$ cat src/rtl/sad_pkg.sv
// constants and types shared by the system address decoder
// Overview of operation
// - sram splits one quarter into the lower range, three quarters upper
// - lower sram ends at 0x1fff_ffff, upper starts at 0x2000_0000, contiguous
// - 2 kb sram: lower 0x1fff_fe00-0x1fff_ffff, upper 0x2000_0000-0x2000_05ff
// - access inside an sram range beyond implemented ram gets a bus error
// - flash starts at zero; flash-region access past implemented flash errors
// - flash region spans to 0x07ff_ffff; first 196 bytes hold vectors
// - boot rom at 0x1c00_0000-0x1c00_1fff, private space 0xe000_0000-0xe00f_ffff
// - every address of the 4 gb space decodes to at most one range; an address in no range ends in error
// - 0x4400_0000 region aliases bridge slots 0-127 for atomic updates
// - range from 0xf800_0000 gives single-cycle io port access
// - bridge on one crossbar port decodes 1024 kb at 0x4000_0000-0x400f_ffff
// - first 128 kb of bridge: 32 slots of 4 kb, each own enable
// - next 384 kb: 96 slots of 4 kb, each own enable
// - slot 255 at 0x400f_f000 aliases slot 15, the gpio registers
// - aliased gpio slot served directly, no bridge wait states
// - cleared clock gate bit disables that module's bridge slot
// - access to an unimplemented or disabled slot ends in transfer error
// - unimplemented offset within an enabled slot ends in transfer error
// - sram retained down to deepest retaining stop, lost in two lower modes
// - a 16-byte register file stays powered in every mode
// - register file survives voltage-detect events, cleared only by power-on reset
package sad_pkg;
    localparam logic [31:0] FLASH_BASE = 32'h0000_0000;
    localparam logic [31:0] FLASH_LAST = 32'h07ff_ffff;
    localparam logic [31:0] FLASH_BYTES = 32'h0000_8000;
    localparam logic [31:0] VECTOR_BYTES = 32'h0000_00c4;
    localparam logic [31:0] ROM_BASE = 32'h1c00_0000;
    localparam logic [31:0] ROM_LAST = 32'h1c00_1fff;
    localparam logic [31:0] SRAM_BYTES = 32'h0000_0800;
    localparam logic [31:0] SRAM_SPLIT = 32'h2000_0000;
    localparam logic [31:0] SRAM_L_BASE = SRAM_SPLIT - (SRAM_BYTES >> 2);
    localparam logic [31:0] SRAM_U_LAST = SRAM_SPLIT + (SRAM_BYTES - (SRAM_BYTES >> 2)) - 32'h1;
    localparam logic [31:0] BRIDGE_BASE = 32'h4000_0000;
    localparam logic [31:0] BRIDGE_SLOTS_LAST = 32'h4007_ffff;
    localparam logic [31:0] GPIO_ALIAS_BASE = 32'h400f_f000;
    localparam logic [31:0] BRIDGE_LAST = 32'h400f_ffff;
    localparam logic [31:0] BITALIAS_BASE = 32'h4400_0000;
    localparam logic [31:0] BITALIAS_LAST = 32'h5fff_ffff;
    localparam logic [31:0] PRIV_BASE = 32'he000_0000;
    localparam logic [31:0] PRIV_LAST = 32'he00f_ffff;
    localparam logic [31:0] CORE_LOCAL_BASE = 32'hf000_0000;
    localparam logic [31:0] CORE_LOCAL_LAST = 32'hf000_3fff;
    localparam logic [31:0] SINGLE_CYCLE_IO_PORT_BASE = 32'hf800_0000;
    localparam int SLOT_COUNT = 128;
    localparam logic [6:0] GPIO_SLOT = 7'h0f;
    localparam logic [6:0] REGFILE_SLOT = 7'h41;
    localparam logic [11:0] SLOT_IMPL_BYTES = 12'h100;
    localparam logic [11:0] REGFILE_BYTES = 12'h010;
    // slots populated in this device: 15, 32, 56, 57, 59, 61, 64, 65, 71, 72
    localparam logic [127:0] SLOT_IMPL_MASK = 128'h0000_0000_0000_0183_2b00_0001_0000_8000;
    localparam logic [1:0] BRIDGE_WAIT = 2'h1;
    localparam logic [31:0] REGFILE_RESET = 32'h0000_0000;

    // one-hot destination select positions
    localparam int SEL_FLASH = 0;
    localparam int SEL_ROM = 1;
    localparam int SEL_SRAM_L = 2;
    localparam int SEL_SRAM_U = 3;
    localparam int SEL_BRIDGE = 4;
    localparam int SEL_GPIO = 5;
    localparam int SEL_BITALIAS = 6;
    localparam int SEL_PRIV = 7;
    localparam int SEL_CORE_LOCAL = 8;
    localparam int SEL_SINGLE_CYCLE_IO_PORT = 9;
    localparam int SEL_W = 10;

    typedef enum logic [1:0] {
        ST_IDLE = 2'h0,
        ST_WAIT = 2'h1,
        ST_DONE = 2'h3
    } sad_fsm_t;

    typedef enum logic [2:0] {
        PM_RUN = 3'h0,
        PM_STOP = 3'h1,
        PM_LOW_LEAK_STOP = 3'h2,
        PM_DEEPEST_RETAINING_STOP = 3'h3,
        PM_LOW_LEAKAGE_STOP_ONE = 3'h4,
        PM_LOW_LEAKAGE_STOP_ZERO = 3'h5
    } sad_pmode_t;
endpackage : sad_pkg

$ cat src/rtl/sad_rf_if.sv
// link between the decoder and the always-powered register file
`timescale 1ns/100ps
interface sad_rf_if;
    logic wr_en;
    logic [1:0] word;
    logic [31:0] wdata;
    logic [31:0] rdata;
    modport dec (output wr_en, output word, output wdata, input rdata);
    modport rf (input wr_en, input word, input wdata, output rdata);
endinterface : sad_rf_if

$ cat src/rtl/sad_decoder.sv
// system address decoder: routes core transfers and ends bad ones with an error
`timescale 1ns/100ps
module sad_decoder (
    input wire logic sys_clk,
    input wire logic sys_rst,
    input wire logic xfer_valid,
    input wire logic [31:0] xfer_addr,
    input wire logic xfer_write,
    input wire logic [31:0] xfer_wdata,
    input wire logic [127:0] clk_gate_on,
    input wire logic [2:0] power_mode,
    input wire logic low_voltage_detect_event,
    output logic xfer_ready,
    output logic resp_valid,
    output logic resp_error,
    output logic [31:0] resp_rdata,
    output logic [9:0] dest_sel,
    output logic [127:0] slot_enable,
    output logic sram_retain
);
    typedef struct packed {
        logic [9:0] sel;
        logic [6:0] slot;
        logic slot_hit;
        logic bridge;
        logic regfile;
        logic err;
    } sad_dec_t;

    typedef struct packed {
        sad_pkg::sad_fsm_t fsm;
        logic [1:0] cnt;
        logic ready;
        logic resp;
        logic err;
        logic [31:0] rdata;
        logic [9:0] sel;
        logic [127:0] slot_en;
        logic retain;
    } sad_state_t;

    sad_state_t st_reg;
    sad_state_t st_next;
    sad_dec_t dec;
    logic take;

    sad_rf_if rf_link ();

    function automatic logic in_range(input logic [31:0] a, input logic [31:0] lo, input logic [31:0] hi);
        in_range = (a >= lo) && (a <= hi);
    endfunction : in_range

    // slot check shared by the bridge window, the gpio alias and the bit-manipulation alias
    function automatic logic slot_ok(input logic [6:0] s, input logic [11:0] off, input logic [127:0] gate);
        logic [11:0] lim;
        lim = (s == sad_pkg::REGFILE_SLOT) ? sad_pkg::REGFILE_BYTES : sad_pkg::SLOT_IMPL_BYTES;
        slot_ok = sad_pkg::SLOT_IMPL_MASK[s] && gate[s] && (off < lim);
    endfunction : slot_ok

    // purely combinational: at most one select per address
    function automatic sad_dec_t decode(input logic [31:0] a, input logic [127:0] gate);
        sad_dec_t d;
        d = '0;
        d.slot = a[18:12];
        if (in_range(a, sad_pkg::FLASH_BASE, sad_pkg::FLASH_LAST))
        begin
            if (a < sad_pkg::FLASH_BYTES)
            begin
                d.sel[sad_pkg::SEL_FLASH] = 1'b1;
            end
            else
            begin
                d.err = 1'b1;
            end
        end
        else if (in_range(a, sad_pkg::ROM_BASE, sad_pkg::ROM_LAST))
        begin
            d.sel[sad_pkg::SEL_ROM] = 1'b1;
        end
        else if (in_range(a, sad_pkg::SRAM_L_BASE, sad_pkg::SRAM_SPLIT - 32'h1))
        begin
            d.sel[sad_pkg::SEL_SRAM_L] = 1'b1;
        end
        else if (in_range(a, sad_pkg::SRAM_SPLIT, sad_pkg::SRAM_U_LAST))
        begin
            d.sel[sad_pkg::SEL_SRAM_U] = 1'b1;
        end
        else if (in_range(a, sad_pkg::BRIDGE_BASE, sad_pkg::BRIDGE_SLOTS_LAST))
        begin
            d.bridge = 1'b1;
            if (slot_ok(a[18:12], a[11:0], gate))
            begin
                d.sel[sad_pkg::SEL_BRIDGE] = 1'b1;
                d.slot_hit = 1'b1;
                d.regfile = (a[18:12] == sad_pkg::REGFILE_SLOT);
            end
            else
            begin
                d.err = 1'b1;
            end
        end
        else if (in_range(a, sad_pkg::GPIO_ALIAS_BASE, sad_pkg::BRIDGE_LAST))
        begin
            d.slot = sad_pkg::GPIO_SLOT;
            if (slot_ok(sad_pkg::GPIO_SLOT, a[11:0], gate))
            begin
                d.sel[sad_pkg::SEL_GPIO] = 1'b1;
            end
            else
            begin
                d.err = 1'b1;
            end
        end
        else if (in_range(a, sad_pkg::BITALIAS_BASE, sad_pkg::BITALIAS_LAST))
        begin
            // decorated address: bits above the 1 mb window carry the operation
            if (a[19] == 1'b0 && slot_ok(a[18:12], a[11:0], gate))
            begin
                d.sel[sad_pkg::SEL_BITALIAS] = 1'b1;
                d.slot_hit = 1'b1;
            end
            else
            begin
                d.err = 1'b1;
            end
        end
        else if (in_range(a, sad_pkg::PRIV_BASE, sad_pkg::PRIV_LAST))
        begin
            d.sel[sad_pkg::SEL_PRIV] = 1'b1;
        end
        else if (in_range(a, sad_pkg::CORE_LOCAL_BASE, sad_pkg::CORE_LOCAL_LAST))
        begin
            d.sel[sad_pkg::SEL_CORE_LOCAL] = 1'b1;
        end
        else if (a >= sad_pkg::SINGLE_CYCLE_IO_PORT_BASE)
        begin
            d.sel[sad_pkg::SEL_SINGLE_CYCLE_IO_PORT] = 1'b1;
        end
        else
        begin
            d.err = 1'b1;
        end
        decode = d;
    endfunction : decode

    assign take = xfer_valid && st_reg.ready && (st_reg.fsm == sad_pkg::ST_IDLE);
    assign dec = decode(xfer_addr, clk_gate_on);

    assign rf_link.wr_en = take && dec.regfile && xfer_write;
    assign rf_link.word = xfer_addr[3:2];
    assign rf_link.wdata = xfer_wdata;

    sad_regfile u_regfile (
        .sys_clk(sys_clk),
        .sys_rst(sys_rst),
        .rf(rf_link.rf)
    );

    always_comb
    begin
        st_next = st_reg;
        st_next.retain = !(power_mode == sad_pkg::PM_LOW_LEAKAGE_STOP_ONE ||
            power_mode == sad_pkg::PM_LOW_LEAKAGE_STOP_ZERO);
        case (st_reg.fsm)
            sad_pkg::ST_IDLE:
            begin
                st_next.resp = 1'b0;
                if (take)
                begin
                    st_next.ready = 1'b0;
                    st_next.err = dec.err;
                    st_next.sel = dec.sel;
                    st_next.slot_en = '0;
                    st_next.slot_en[dec.slot] = dec.slot_hit;
                    st_next.rdata = (dec.regfile && !xfer_write) ? rf_link.rdata : 32'h0;
                    if (dec.bridge && !dec.err)
                    begin
                        st_next.fsm = sad_pkg::ST_WAIT;
                        st_next.cnt = sad_pkg::BRIDGE_WAIT;
                    end
                    else
                    begin
                        st_next.fsm = sad_pkg::ST_DONE;
                        st_next.resp = 1'b1;
                    end
                end
            end
            sad_pkg::ST_WAIT:
            begin
                if (st_reg.cnt <= 2'h1)
                begin
                    st_next.fsm = sad_pkg::ST_DONE;
                    st_next.resp = 1'b1;
                end
                else
                begin
                    st_next.cnt = st_reg.cnt - 2'h1;
                end
            end
            sad_pkg::ST_DONE:
            begin
                st_next.fsm = sad_pkg::ST_IDLE;
                st_next.resp = 1'b0;
                st_next.err = 1'b0;
                st_next.sel = '0;
                st_next.slot_en = '0;
                st_next.rdata = 32'h0;
                st_next.ready = 1'b1;
            end
            default:
            begin
                st_next.fsm = sad_pkg::ST_IDLE;
                st_next.ready = 1'b1;
            end
        endcase
    end

    always_ff @(posedge sys_clk)
    begin
        if (sys_rst)
        begin
            st_reg <= '{fsm: sad_pkg::ST_IDLE, cnt: 2'h0, ready: 1'b1, resp: 1'b0, err: 1'b0,
                rdata: 32'h0, sel: 10'h0, slot_en: 128'h0, retain: 1'b1};
        end
        else
        begin
            st_reg <= st_next;
        end
    end

    assign xfer_ready = st_reg.ready;
    assign resp_valid = st_reg.resp;
    assign resp_error = st_reg.err;
    assign resp_rdata = st_reg.rdata;
    assign dest_sel = st_reg.sel;
    assign slot_enable = st_reg.slot_en;
    assign sram_retain = st_reg.retain;

    chk_one_select: assert property (@(posedge sys_clk) disable iff (sys_rst)
        $onehot0({st_reg.sel, st_reg.err}) && $onehot0(st_reg.slot_en))
        else $error("more than one destination selected");
    chk_vector_fetch: assert property (@(posedge sys_clk) disable iff (sys_rst)
        take && xfer_addr < sad_pkg::VECTOR_BYTES |=> dest_sel[sad_pkg::SEL_FLASH] && !resp_error)
        else $error("vector fetch not routed to flash");
    chk_flash_past: assert property (@(posedge sys_clk) disable iff (sys_rst)
        take && xfer_addr >= sad_pkg::FLASH_BYTES && xfer_addr <= sad_pkg::FLASH_LAST
        |=> resp_valid && resp_error && dest_sel == 10'h0)
        else $error("access past flash not errored");
    chk_sram_edges: assert property (@(posedge sys_clk) disable iff (sys_rst)
        take && (xfer_addr == 32'h1fff_fe00 || xfer_addr == 32'h2000_05ff)
        |=> !resp_error && (dest_sel[sad_pkg::SEL_SRAM_L] || dest_sel[sad_pkg::SEL_SRAM_U]))
        else $error("sram edge address not routed");
    chk_sram_beyond: assert property (@(posedge sys_clk) disable iff (sys_rst)
        take && (xfer_addr == 32'h1fff_fdff || xfer_addr == 32'h2000_0600) |=> resp_valid && resp_error)
        else $error("access beyond sram not errored");
    chk_gated_slot: assert property (@(posedge sys_clk) disable iff (sys_rst)
        take && xfer_addr[31:19] == 13'h0800 && !clk_gate_on[xfer_addr[18:12]]
        |=> resp_valid && resp_error && slot_enable == 128'h0)
        else $error("gated slot reached");
    chk_gpio_direct: assert property (@(posedge sys_clk) disable iff (sys_rst)
        take && xfer_addr[31:12] == 20'h400ff && clk_gate_on[15] && xfer_addr[11:0] < 12'h100
        |=> resp_valid && dest_sel[sad_pkg::SEL_GPIO])
        else $error("gpio alias not served directly");
    chk_bridge_wait: assert property (@(posedge sys_clk) disable iff (sys_rst)
        take && dec.bridge && !dec.err |=> !resp_valid && !xfer_ready ##1 resp_valid ##1 xfer_ready)
        else $error("bridge transfer timing wrong");
    chk_alias_slot: assert property (@(posedge sys_clk) disable iff (sys_rst)
        take && dec.sel[sad_pkg::SEL_BITALIAS] |=> slot_enable[$past(xfer_addr[18:12])] && resp_valid)
        else $error("alias access missed its slot");
    chk_reserved_err: assert property (@(posedge sys_clk) disable iff (sys_rst)
        take && xfer_addr >= 32'h6000_0000 && xfer_addr < sad_pkg::PRIV_BASE |=> resp_error)
        else $error("reserved access not errored");
    chk_retain_mode: assert property (@(posedge sys_clk) disable iff (sys_rst)
        power_mode == sad_pkg::PM_LOW_LEAKAGE_STOP_ONE || power_mode == sad_pkg::PM_LOW_LEAKAGE_STOP_ZERO
        |=> !sram_retain)
        else $error("sram retention wrong for power mode");
    chk_retain_deep: assert property (@(posedge sys_clk) disable iff (sys_rst)
        power_mode <= sad_pkg::PM_DEEPEST_RETAINING_STOP |=> sram_retain)
        else $error("sram not retained in a retaining mode");
    chk_bridge_enable: assert property (@(posedge sys_clk) disable iff (sys_rst)
        take && dec.sel[sad_pkg::SEL_BRIDGE]
        |=> slot_enable[$past(xfer_addr[18:12])] && dest_sel[sad_pkg::SEL_BRIDGE] && !resp_error)
        else $error("bridge slot enable missing");
    chk_direct_resp: assert property (@(posedge sys_clk) disable iff (sys_rst)
        take && !(dec.bridge && !dec.err) |=> resp_valid && !xfer_ready ##1 !resp_valid && xfer_ready)
        else $error("direct transfer timing wrong");
    chk_single_cycle_io_port_sel: assert property (@(posedge sys_clk) disable iff (sys_rst)
        take && xfer_addr >= sad_pkg::SINGLE_CYCLE_IO_PORT_BASE |=> resp_valid && dest_sel[sad_pkg::SEL_SINGLE_CYCLE_IO_PORT])
        else $error("io port access not routed");
    chk_rom_sel: assert property (@(posedge sys_clk) disable iff (sys_rst)
        take && xfer_addr >= sad_pkg::ROM_BASE && xfer_addr <= sad_pkg::ROM_LAST
        |=> resp_valid && dest_sel[sad_pkg::SEL_ROM] && !resp_error)
        else $error("boot rom access not routed");
    chk_lvd_keeps: assert property (@(posedge sys_clk) disable iff (sys_rst)
        low_voltage_detect_event && !rf_link.wr_en |=> $stable(u_regfile.st_reg))
        else $error("register file disturbed by voltage event");
endmodule : sad_decoder

$ cat src/rtl/sad_regfile.sv
// sixteen-byte register file, cleared only by power-on reset
`timescale 1ns/100ps
module sad_regfile (
    input wire logic sys_clk,
    input wire logic sys_rst,
    sad_rf_if.rf rf
);
    typedef struct packed {
        logic [3:0][31:0] word;
    } sad_rf_state_t;

    sad_rf_state_t st_reg;
    sad_rf_state_t st_next;

    always_comb
    begin
        st_next = st_reg;
        if (rf.wr_en)
        begin
            st_next.word[rf.word] = rf.wdata;
        end
    end

    // only the power-on reset clears; voltage-detect events never reach here
    always_ff @(posedge sys_clk)
    begin
        if (sys_rst)
        begin
            st_reg <= '{word: {4{sad_pkg::REGFILE_RESET}}};
        end
        else
        begin
            st_reg <= st_next;
        end
    end

    assign rf.rdata = st_reg.word[rf.word];

    chk_rf_write_lands: assert property (@(posedge sys_clk) disable iff (sys_rst)
        rf.wr_en |=> st_reg.word[$past(rf.word)] == $past(rf.wdata))
        else $error("register file write lost");
    chk_rf_hold_idle: assert property (@(posedge sys_clk) disable iff (sys_rst)
        !rf.wr_en |=> st_reg == $past(st_reg))
        else $error("register file changed without a write");
endmodule : sad_regfile

$ cat config.mk
export PLATFORM = sky130hd
export DESIGN_NAME = sad_decoder
export DESIGN_NICKNAME = d
export VERILOG_FILES = /design/src/rtl/sad_pkg.sv /design/src/rtl/sad_rf_if.sv /design/src/rtl/sad_decoder.sv /design/src/rtl/sad_regfile.sv
export SDC_FILE = /design/constraint.sdc
export NUM_CORES = 1
export LEC_CHECK = 0
export ABC_AREA = 1
export BUFFER_PORTS_ARGS = -buffer_cell sky130_fd_sc_hd__buf_4
export CAP_MARGIN = 20
export CORE_ASPECT_RATIO = 1.4
export CORE_MARGIN = 5
export CORE_UTILIZATION = 49
export DETAILED_ROUTE_END_ITERATION = 10
export PLACE_DENSITY = 0.8
export SLEW_MARGIN = 20
export SYNTH_ARGS = -nofsm -noshare
export SYNTH_HDL_FRONTEND = slang
export SYNTH_SLANG_ARGS = --single-unit
$ cat constraint.sdc
create_clock -name sys_clk -period 2.4 [get_ports sys_clk]
set_clock_uncertainty 0.1 [all_clocks]
set_input_delay 0.12 -clock sys_clk [delete_from_list [all_inputs] [get_ports sys_clk]]
set_output_delay 0.12 -clock sys_clk [all_outputs]
set_load 0.1 [all_outputs]
-- After elaboration in Yosys (flattened, before gate mapping)
Memory sizes are Yosys's and may differ from the RTL's.
Index checks and enable logic that the tools add are counted.
- $add $sub $neg: 1
- $lt $le $gt $ge: 28
- equality and inequality tests: 9
- multiplexer cells: 68
- bitwise operators: 3
- reductions and logical operators: 34
- operators with widths (cell ; number):
    $pmux 171 s2 ; 1
    $mux 177 ; 1
    $and 128x128->128 ; 1
    $bwmux 128 ; 1
    $ge 32x31->1 const B ; 3
    $ge 32x32->1 const B ; 3
    $le 32x31->1 const B ; 3
    $mux 32 ; 3
    $bmux 32 s2 ; 1
    $demux 32 s2 ; 1
    $ge 32x29->1 const B ; 2
    $le 32x29->1 const B ; 2
    $le 32x32->1 const B ; 2
    $mux 1 ; 34
    $mux 11 ; 3
    $ge 32x1->1 const B ; 1
    $ge 32x30->1 const B ; 1
    $le 32x27->1 const B ; 1
    $le 32x30->1 const B ; 1
    $lt 32x16->1 const B ; 1
    $logic_and 1x1->1 ; 21
    $mux 7 ; 3
    $mux 9 ; 2
    $lt 7x8->1 const B ; 2
    other kinds (33) ; 49
- bits in registers: 306
- bits in read-only memories: 128
- input port bits: 200
- output and inout port bits: 174
- word-level logic and storage cells: 157
- memories kept: 1
- memories (memory ; words ; bits a word ; read ports ; clocked after Yosys merged registers in ; wr ports ; RTL line ; RTL):
    (no name shown) ; 128 ; 1 ; 1 ; 0 ; 0 ; sad_decoder.sv:57 ; slot_ok = sad_pkg::SLOT_IMPL_MASK[s] && gate[s] && (off < lim);

-- Logic depth before layout (Yosys ltp)
- word-level depth: 20
- gate-level depth with buffers: 23
- gate-level depth less buffers: 19

-- Modules after synthesis
From an unflattened synthesis, not the netlist that was laid out.
- cell total of the unflattened synthesis: 2300
- area, all modules: 15334.7 um^2
- by module, submodules not included (module ; times used ; cells each ; area an instance (um^2)):
    sad_decoder ; 1 ; 1294 ; 8993.6
    sad_regfile ; 1 ; 1006 ; 6341.1

-- Worst setup path after synthesis
OpenSTA, ideal clock, no wires.
- kind: reg2reg
- from: reg st_reg, in the netlist xfer_ready
- to: reg u_regfile.st_reg[100] in the netlist's numbering
- library setup time: 0.110 ns
- arrival time: 2.374 ns
- required time: 2.190 ns
- setup slack: -0.184 ns
- stages on the path, launching flop included: 10
- buffers on the path: 2
- path through: dfxtp_1 > nand3_1 > inv_1 > nand4_1 > nor2_1 > buf_4 > buf_6 > nand3_1 > nand2_1 > nor2_1
- word-level cells in the longest chain between the ends: 4
- RTL lines (element ; RTL line ; RTL):
    from (decl) ; sad_decoder.sv:42 ; sad_state_t st_reg;
    from (signal assigned) ; sad_decoder.sv:222 ; st_reg <= '{fsm: sad_pkg::ST_IDLE, cnt: 2'h0, ready: 1'b1, resp: 1'b0, err: 1'b0,
    from (signal assigned) ; sad_decoder.sv:227 ; st_reg <= st_next;
    $logic_and 1x1->1 (2 in series) ; sad_decoder.sv:146 ; assign take = xfer_valid && st_reg.ready && (st_reg.fsm == sad_pkg::ST_IDLE);
    $logic_and 1x1->1 (2 in series) ; sad_decoder.sv:149 ; assign rf_link.wr_en = take && dec.regfile && xfer_write;
    to (signal assigned) ; sad_regfile.sv:29 ; st_reg <= '{word: {4{sad_pkg::REGFILE_RESET}}};
    to (signal assigned) ; sad_regfile.sv:33 ; st_reg <= st_next;
    to (decl) ; sad_regfile.sv:12 ; sad_rf_state_t st_reg;
Every way passes these cells.
A chain may end at the register's enable or synchronous reset.

-- Worst setup path in the final report
- from: in xfer_addr[11]
- to: reg st_reg, in the netlist resp_error
- word-level cells in the longest chain between the ends: 13
- elaborated cells between the ends (all ways): 50
- RTL lines (element ; RTL line ; RTL):
    from (decl) ; sad_decoder.sv:7 ; input wire logic [31:0] xfer_addr,
    $ge 32x32->1, or another cell as far along ; sad_decoder.sv:135 ; else if (a >= sad_pkg::SINGLE_CYCLE_IO_PORT_BASE)
    $mux 1, or another cell as far along ; sad_decoder.sv:135 ;
    $mux 1 / $logic_and 1x1->1 (equally long branches) ; sad_decoder.sv:131, sad_decoder.sv:117 ;
    $mux 1 (on tied branches) ; sad_decoder.sv:127, sad_decoder.sv:117 ;
    $mux 1 ; sad_decoder.sv:114 ; else if (in_range(a, sad_pkg::BITALIAS_BASE, sad_pkg::BITALIAS_LAST))
    $mux 1 ; sad_decoder.sv:102 ; else if (in_range(a, sad_pkg::GPIO_ALIAS_BASE, sad_pkg::BRIDGE_LAST))
    $mux 1 ; sad_decoder.sv:88 ; else if (in_range(a, sad_pkg::BRIDGE_BASE, sad_pkg::BRIDGE_SLOTS_LAST))
    $mux 11 ; sad_decoder.sv:84 ; else if (in_range(a, sad_pkg::SRAM_SPLIT, sad_pkg::SRAM_U_LAST))
    $mux 11 ; sad_decoder.sv:80 ; else if (in_range(a, sad_pkg::SRAM_L_BASE, sad_pkg::SRAM_SPLIT - 32'h1))
    $mux 11 ; sad_decoder.sv:76 ; else if (in_range(a, sad_pkg::ROM_BASE, sad_pkg::ROM_LAST))
    $mux 1 * ; sad_decoder.sv:65 ; if (in_range(a, sad_pkg::FLASH_BASE, sad_pkg::FLASH_LAST))
    $mux 177 * ; sad_decoder.sv:168 ; if (take)
    $pmux 171 s2 * ; sad_decoder.sv:164 ; case (st_reg.fsm)
Mark *: on every way between the ends. The rest lies on a longest branch, timed or not. The select of a mux whose other input is x is not followed.

==> impl_metrics.ini <==
[layout]
diodes = 0
fin_nets = 2903
fillers = 2773
most-common-layout-cells = nand2_1, buf_4, inv_1
layout_commonest_cell = nand2_1
multi_input_area_um2 = 6470
area_growth_pct = 25.9
drive_above_1_share_pct = 20.6
seq_area_um2 = 6130

[placement]
port_buffers = 371
dp_hpwl_mm = 33.3
gp_congestion = 0.959
pre_cts_slack_ns = -0.335

[die]
core_um2 = 31600
dieArea_um2 = 35800
die_x_um = 161
fp.dieH_um = 222
initial_utilization_pct = 49.7
ios = 374
rows = 77

[sta]
finalSetupTns_ns = 0
worst_pin_slew_ns = 0.815
period_needed_ns = 2.34
relSlewSlack_pct = 45.7
setup_viol = 0
period_share_pct = 97.3
finalHoldViolations = 0
slew_violations = 0
setup_ws_ns = 0.0648
max_freq_ghz = 0.428

[job]
maxCapViolations = 0

[worst_setup_path]
reg2reg_to = u_regfile.st_reg[69]
required_ns = 2.69
critical_path.max_fanout = 3
r2r_slack_ns = 0.36
startpoint = xfer_addr[11]
endpoint = resp_error
crit_arrival_ns = 2.63
cp-start-kind = input port
r2r-start = st_reg[177]
reg2regPathDepth = 10
crit_path_end_kind = register
criticalPathCategory = input port to register

[synthesis]
yosys_register_bits = 306
synthCells = 2444
ys_warn_count = 0
ys_seq_area_share_pct = 39.0
netlist_area_um2 = 15700
synth_fp_nets = 2646
synth_area_per_cell_um2 = 6.43
synth_cell_type_count = 35

[global_routing]
overflow = 0
grtUsageTotal_pct = 25.0
grt_first_pass_wirelength_mm = 75.0
grt_antenna_before_repair = 0
grt_max_degree = 175
grt_pass1_vias = 14900

[drt]
drtIter0Drc = 1311
ant_nets = 0
via_per_inst = 5.05
drc_errors = 0
dr.pass1.iters = 5
vias = 15700
wirelength_mm = 48.3
wl_per_cell_um = 15.5

[clock_tree]
htreeDepth = 1
cts_root_buf = clkbuf_16
cts_inserted_buffers = 29
cts.sinks = 306
clk_latency_ns = 0.54
cts_tree = built
clk_pin_slew_ns = 0.06
clockBufferDepth = 3

[status]
status = finished clean

[power_and_ir_drop]
p_leak_uw = 0.00951
power_density_nw_per_um2 = 567
vdd_drop_max_v = 0.000536

[hold_path]
hp-class = input port to register
min_from = xfer_addr[9]
## per-stage QoR
stage                     total power, uW  util, %  instances  hold WS [ns]  cell area (um2)
after global placement               6650     57.0       3004         0.207            18000
after floorplan                      6020        -       2444         0.103            15700
final                               11200     62.6       3116        0.0711            19800
after detailed placement             6670     57.0       3004         0.233            18000
after global routing                11600     62.6       3116        0.0762            19800
after CTS                           11300     61.6       3105        0.0197            19500
## power by group
part           internal (uW)  leakage [uW]  switching, uW  total [uW]
sequential              5100       0.00246           14.8        5110
clock                   2620      0.000461           1940        4570
combinational            584       0.00659            949        1530
total                   8310       0.00951           2910       11200
## cells in the mapped netlist, drive strengths merged
| cell | n | share of area [%] |
|---|---|---|
| o2111ai | 12 | 0.67 |
| or2 | 4 | 0.16 |
| nand4 | 18 | 0.88 |
| clkbuf | 72 | 1.7 |
| a221oi | 3 | 0.17 |
| dfxtp | 306 | 39 |
| nor4 | 4 | 0.16 |
| nor2 | 326 | 7.9 |
| inv | 334 | 8.0 |
| nand3 | 182 | 5.8 |
| a21oi | 63 | 2.0 |
| a211oi | 1 | 0.048 |
| nand3b | 1 | 0.048 |
| ha | 2 | 0.16 |
| clkinv | 3 | 0.072 |
| o211ai | 11 | 0.53 |
| a22oi | 17 | 0.81 |
| o221ai | 17 | 0.95 |
| o22ai | 3 | 0.12 |
| nor3 | 16 | 0.58 |
| buf | 229 | 11 |
| nor3b | 2 | 0.096 |
| nand2 | 811 | 19 |
| o21ai | 7 | 0.22 |
## cells by family (layout without fill, tap and decap cells)
family                   after synthesis  after routing  synth area share, %
AO/OA/AOI/OAI                        134            134                 5.52
adder cells (fa/ha/maj)                2              2                0.159
buffers and inverters                638            915                 20.3
flip-flops                           306            306                 39.0
AND/OR/NAND/NOR                     1364           1364                 35.0
## worst min-delay path by stage
| stage | end | slack [ns] | cells past startpoint |
|---|---|---|---|
| CTS | dest_sel[3] | 0.02 | 6 |
| floorplan | sram_retain | 0.10 | 1 |
| detailed placement | sram_retain | 0.23 | 2 |
| global placement | sram_retain | 0.21 | 2 |
| finish | dest_sel[3] | 0.07 | 6 |
| global route | u_regfile.st_reg[35] | 0.08 | 6 |
## layout make-up
cell class,count,area share [%]
multi-input combinational,1500,32.7
sequential,306,31.0
timing repair buffer,527,22.6
inverter,337,6.43
clock buffer,41,4.20
tap,395,2.50
clock inverter,10,0.588
## worst max-delay path, cell delays in order
cell and delay, ns:
dlygate4sd3_1 0.55, buf_4 0.16, nor2_2 0.12, dlygate4sd3_1 0.56, nand3_1 0.07, dlygate4sd3_1 0.57, nor2_2 0.11, nor3_1 0.06
nand3_1 0.10, nand2_2 0.07, nand2_2 0.07, a21oi_1 0.06
## layer usage
layer / GRT usage, % / vias to the layer above / part of all wire [%]
li1: - / 7755 / -
met1: 29.9 / 7196 / 40
met2: 45.1 / 650 / 50
met3: 3.61 / 122 / 6.4
met4: 9.42 / 0 / 3.4
met5: 0 / - / 0
## what timing repair did
action	4_1_cts	5_1_grt
setup endpoints to repair	0	123
hold buffers	50	0
gates resized for setup	0	24
buffers inserted	0	3
endpoints found under the hold margin	142	0
No activity file was read; power rests on OpenSTA's default activity.
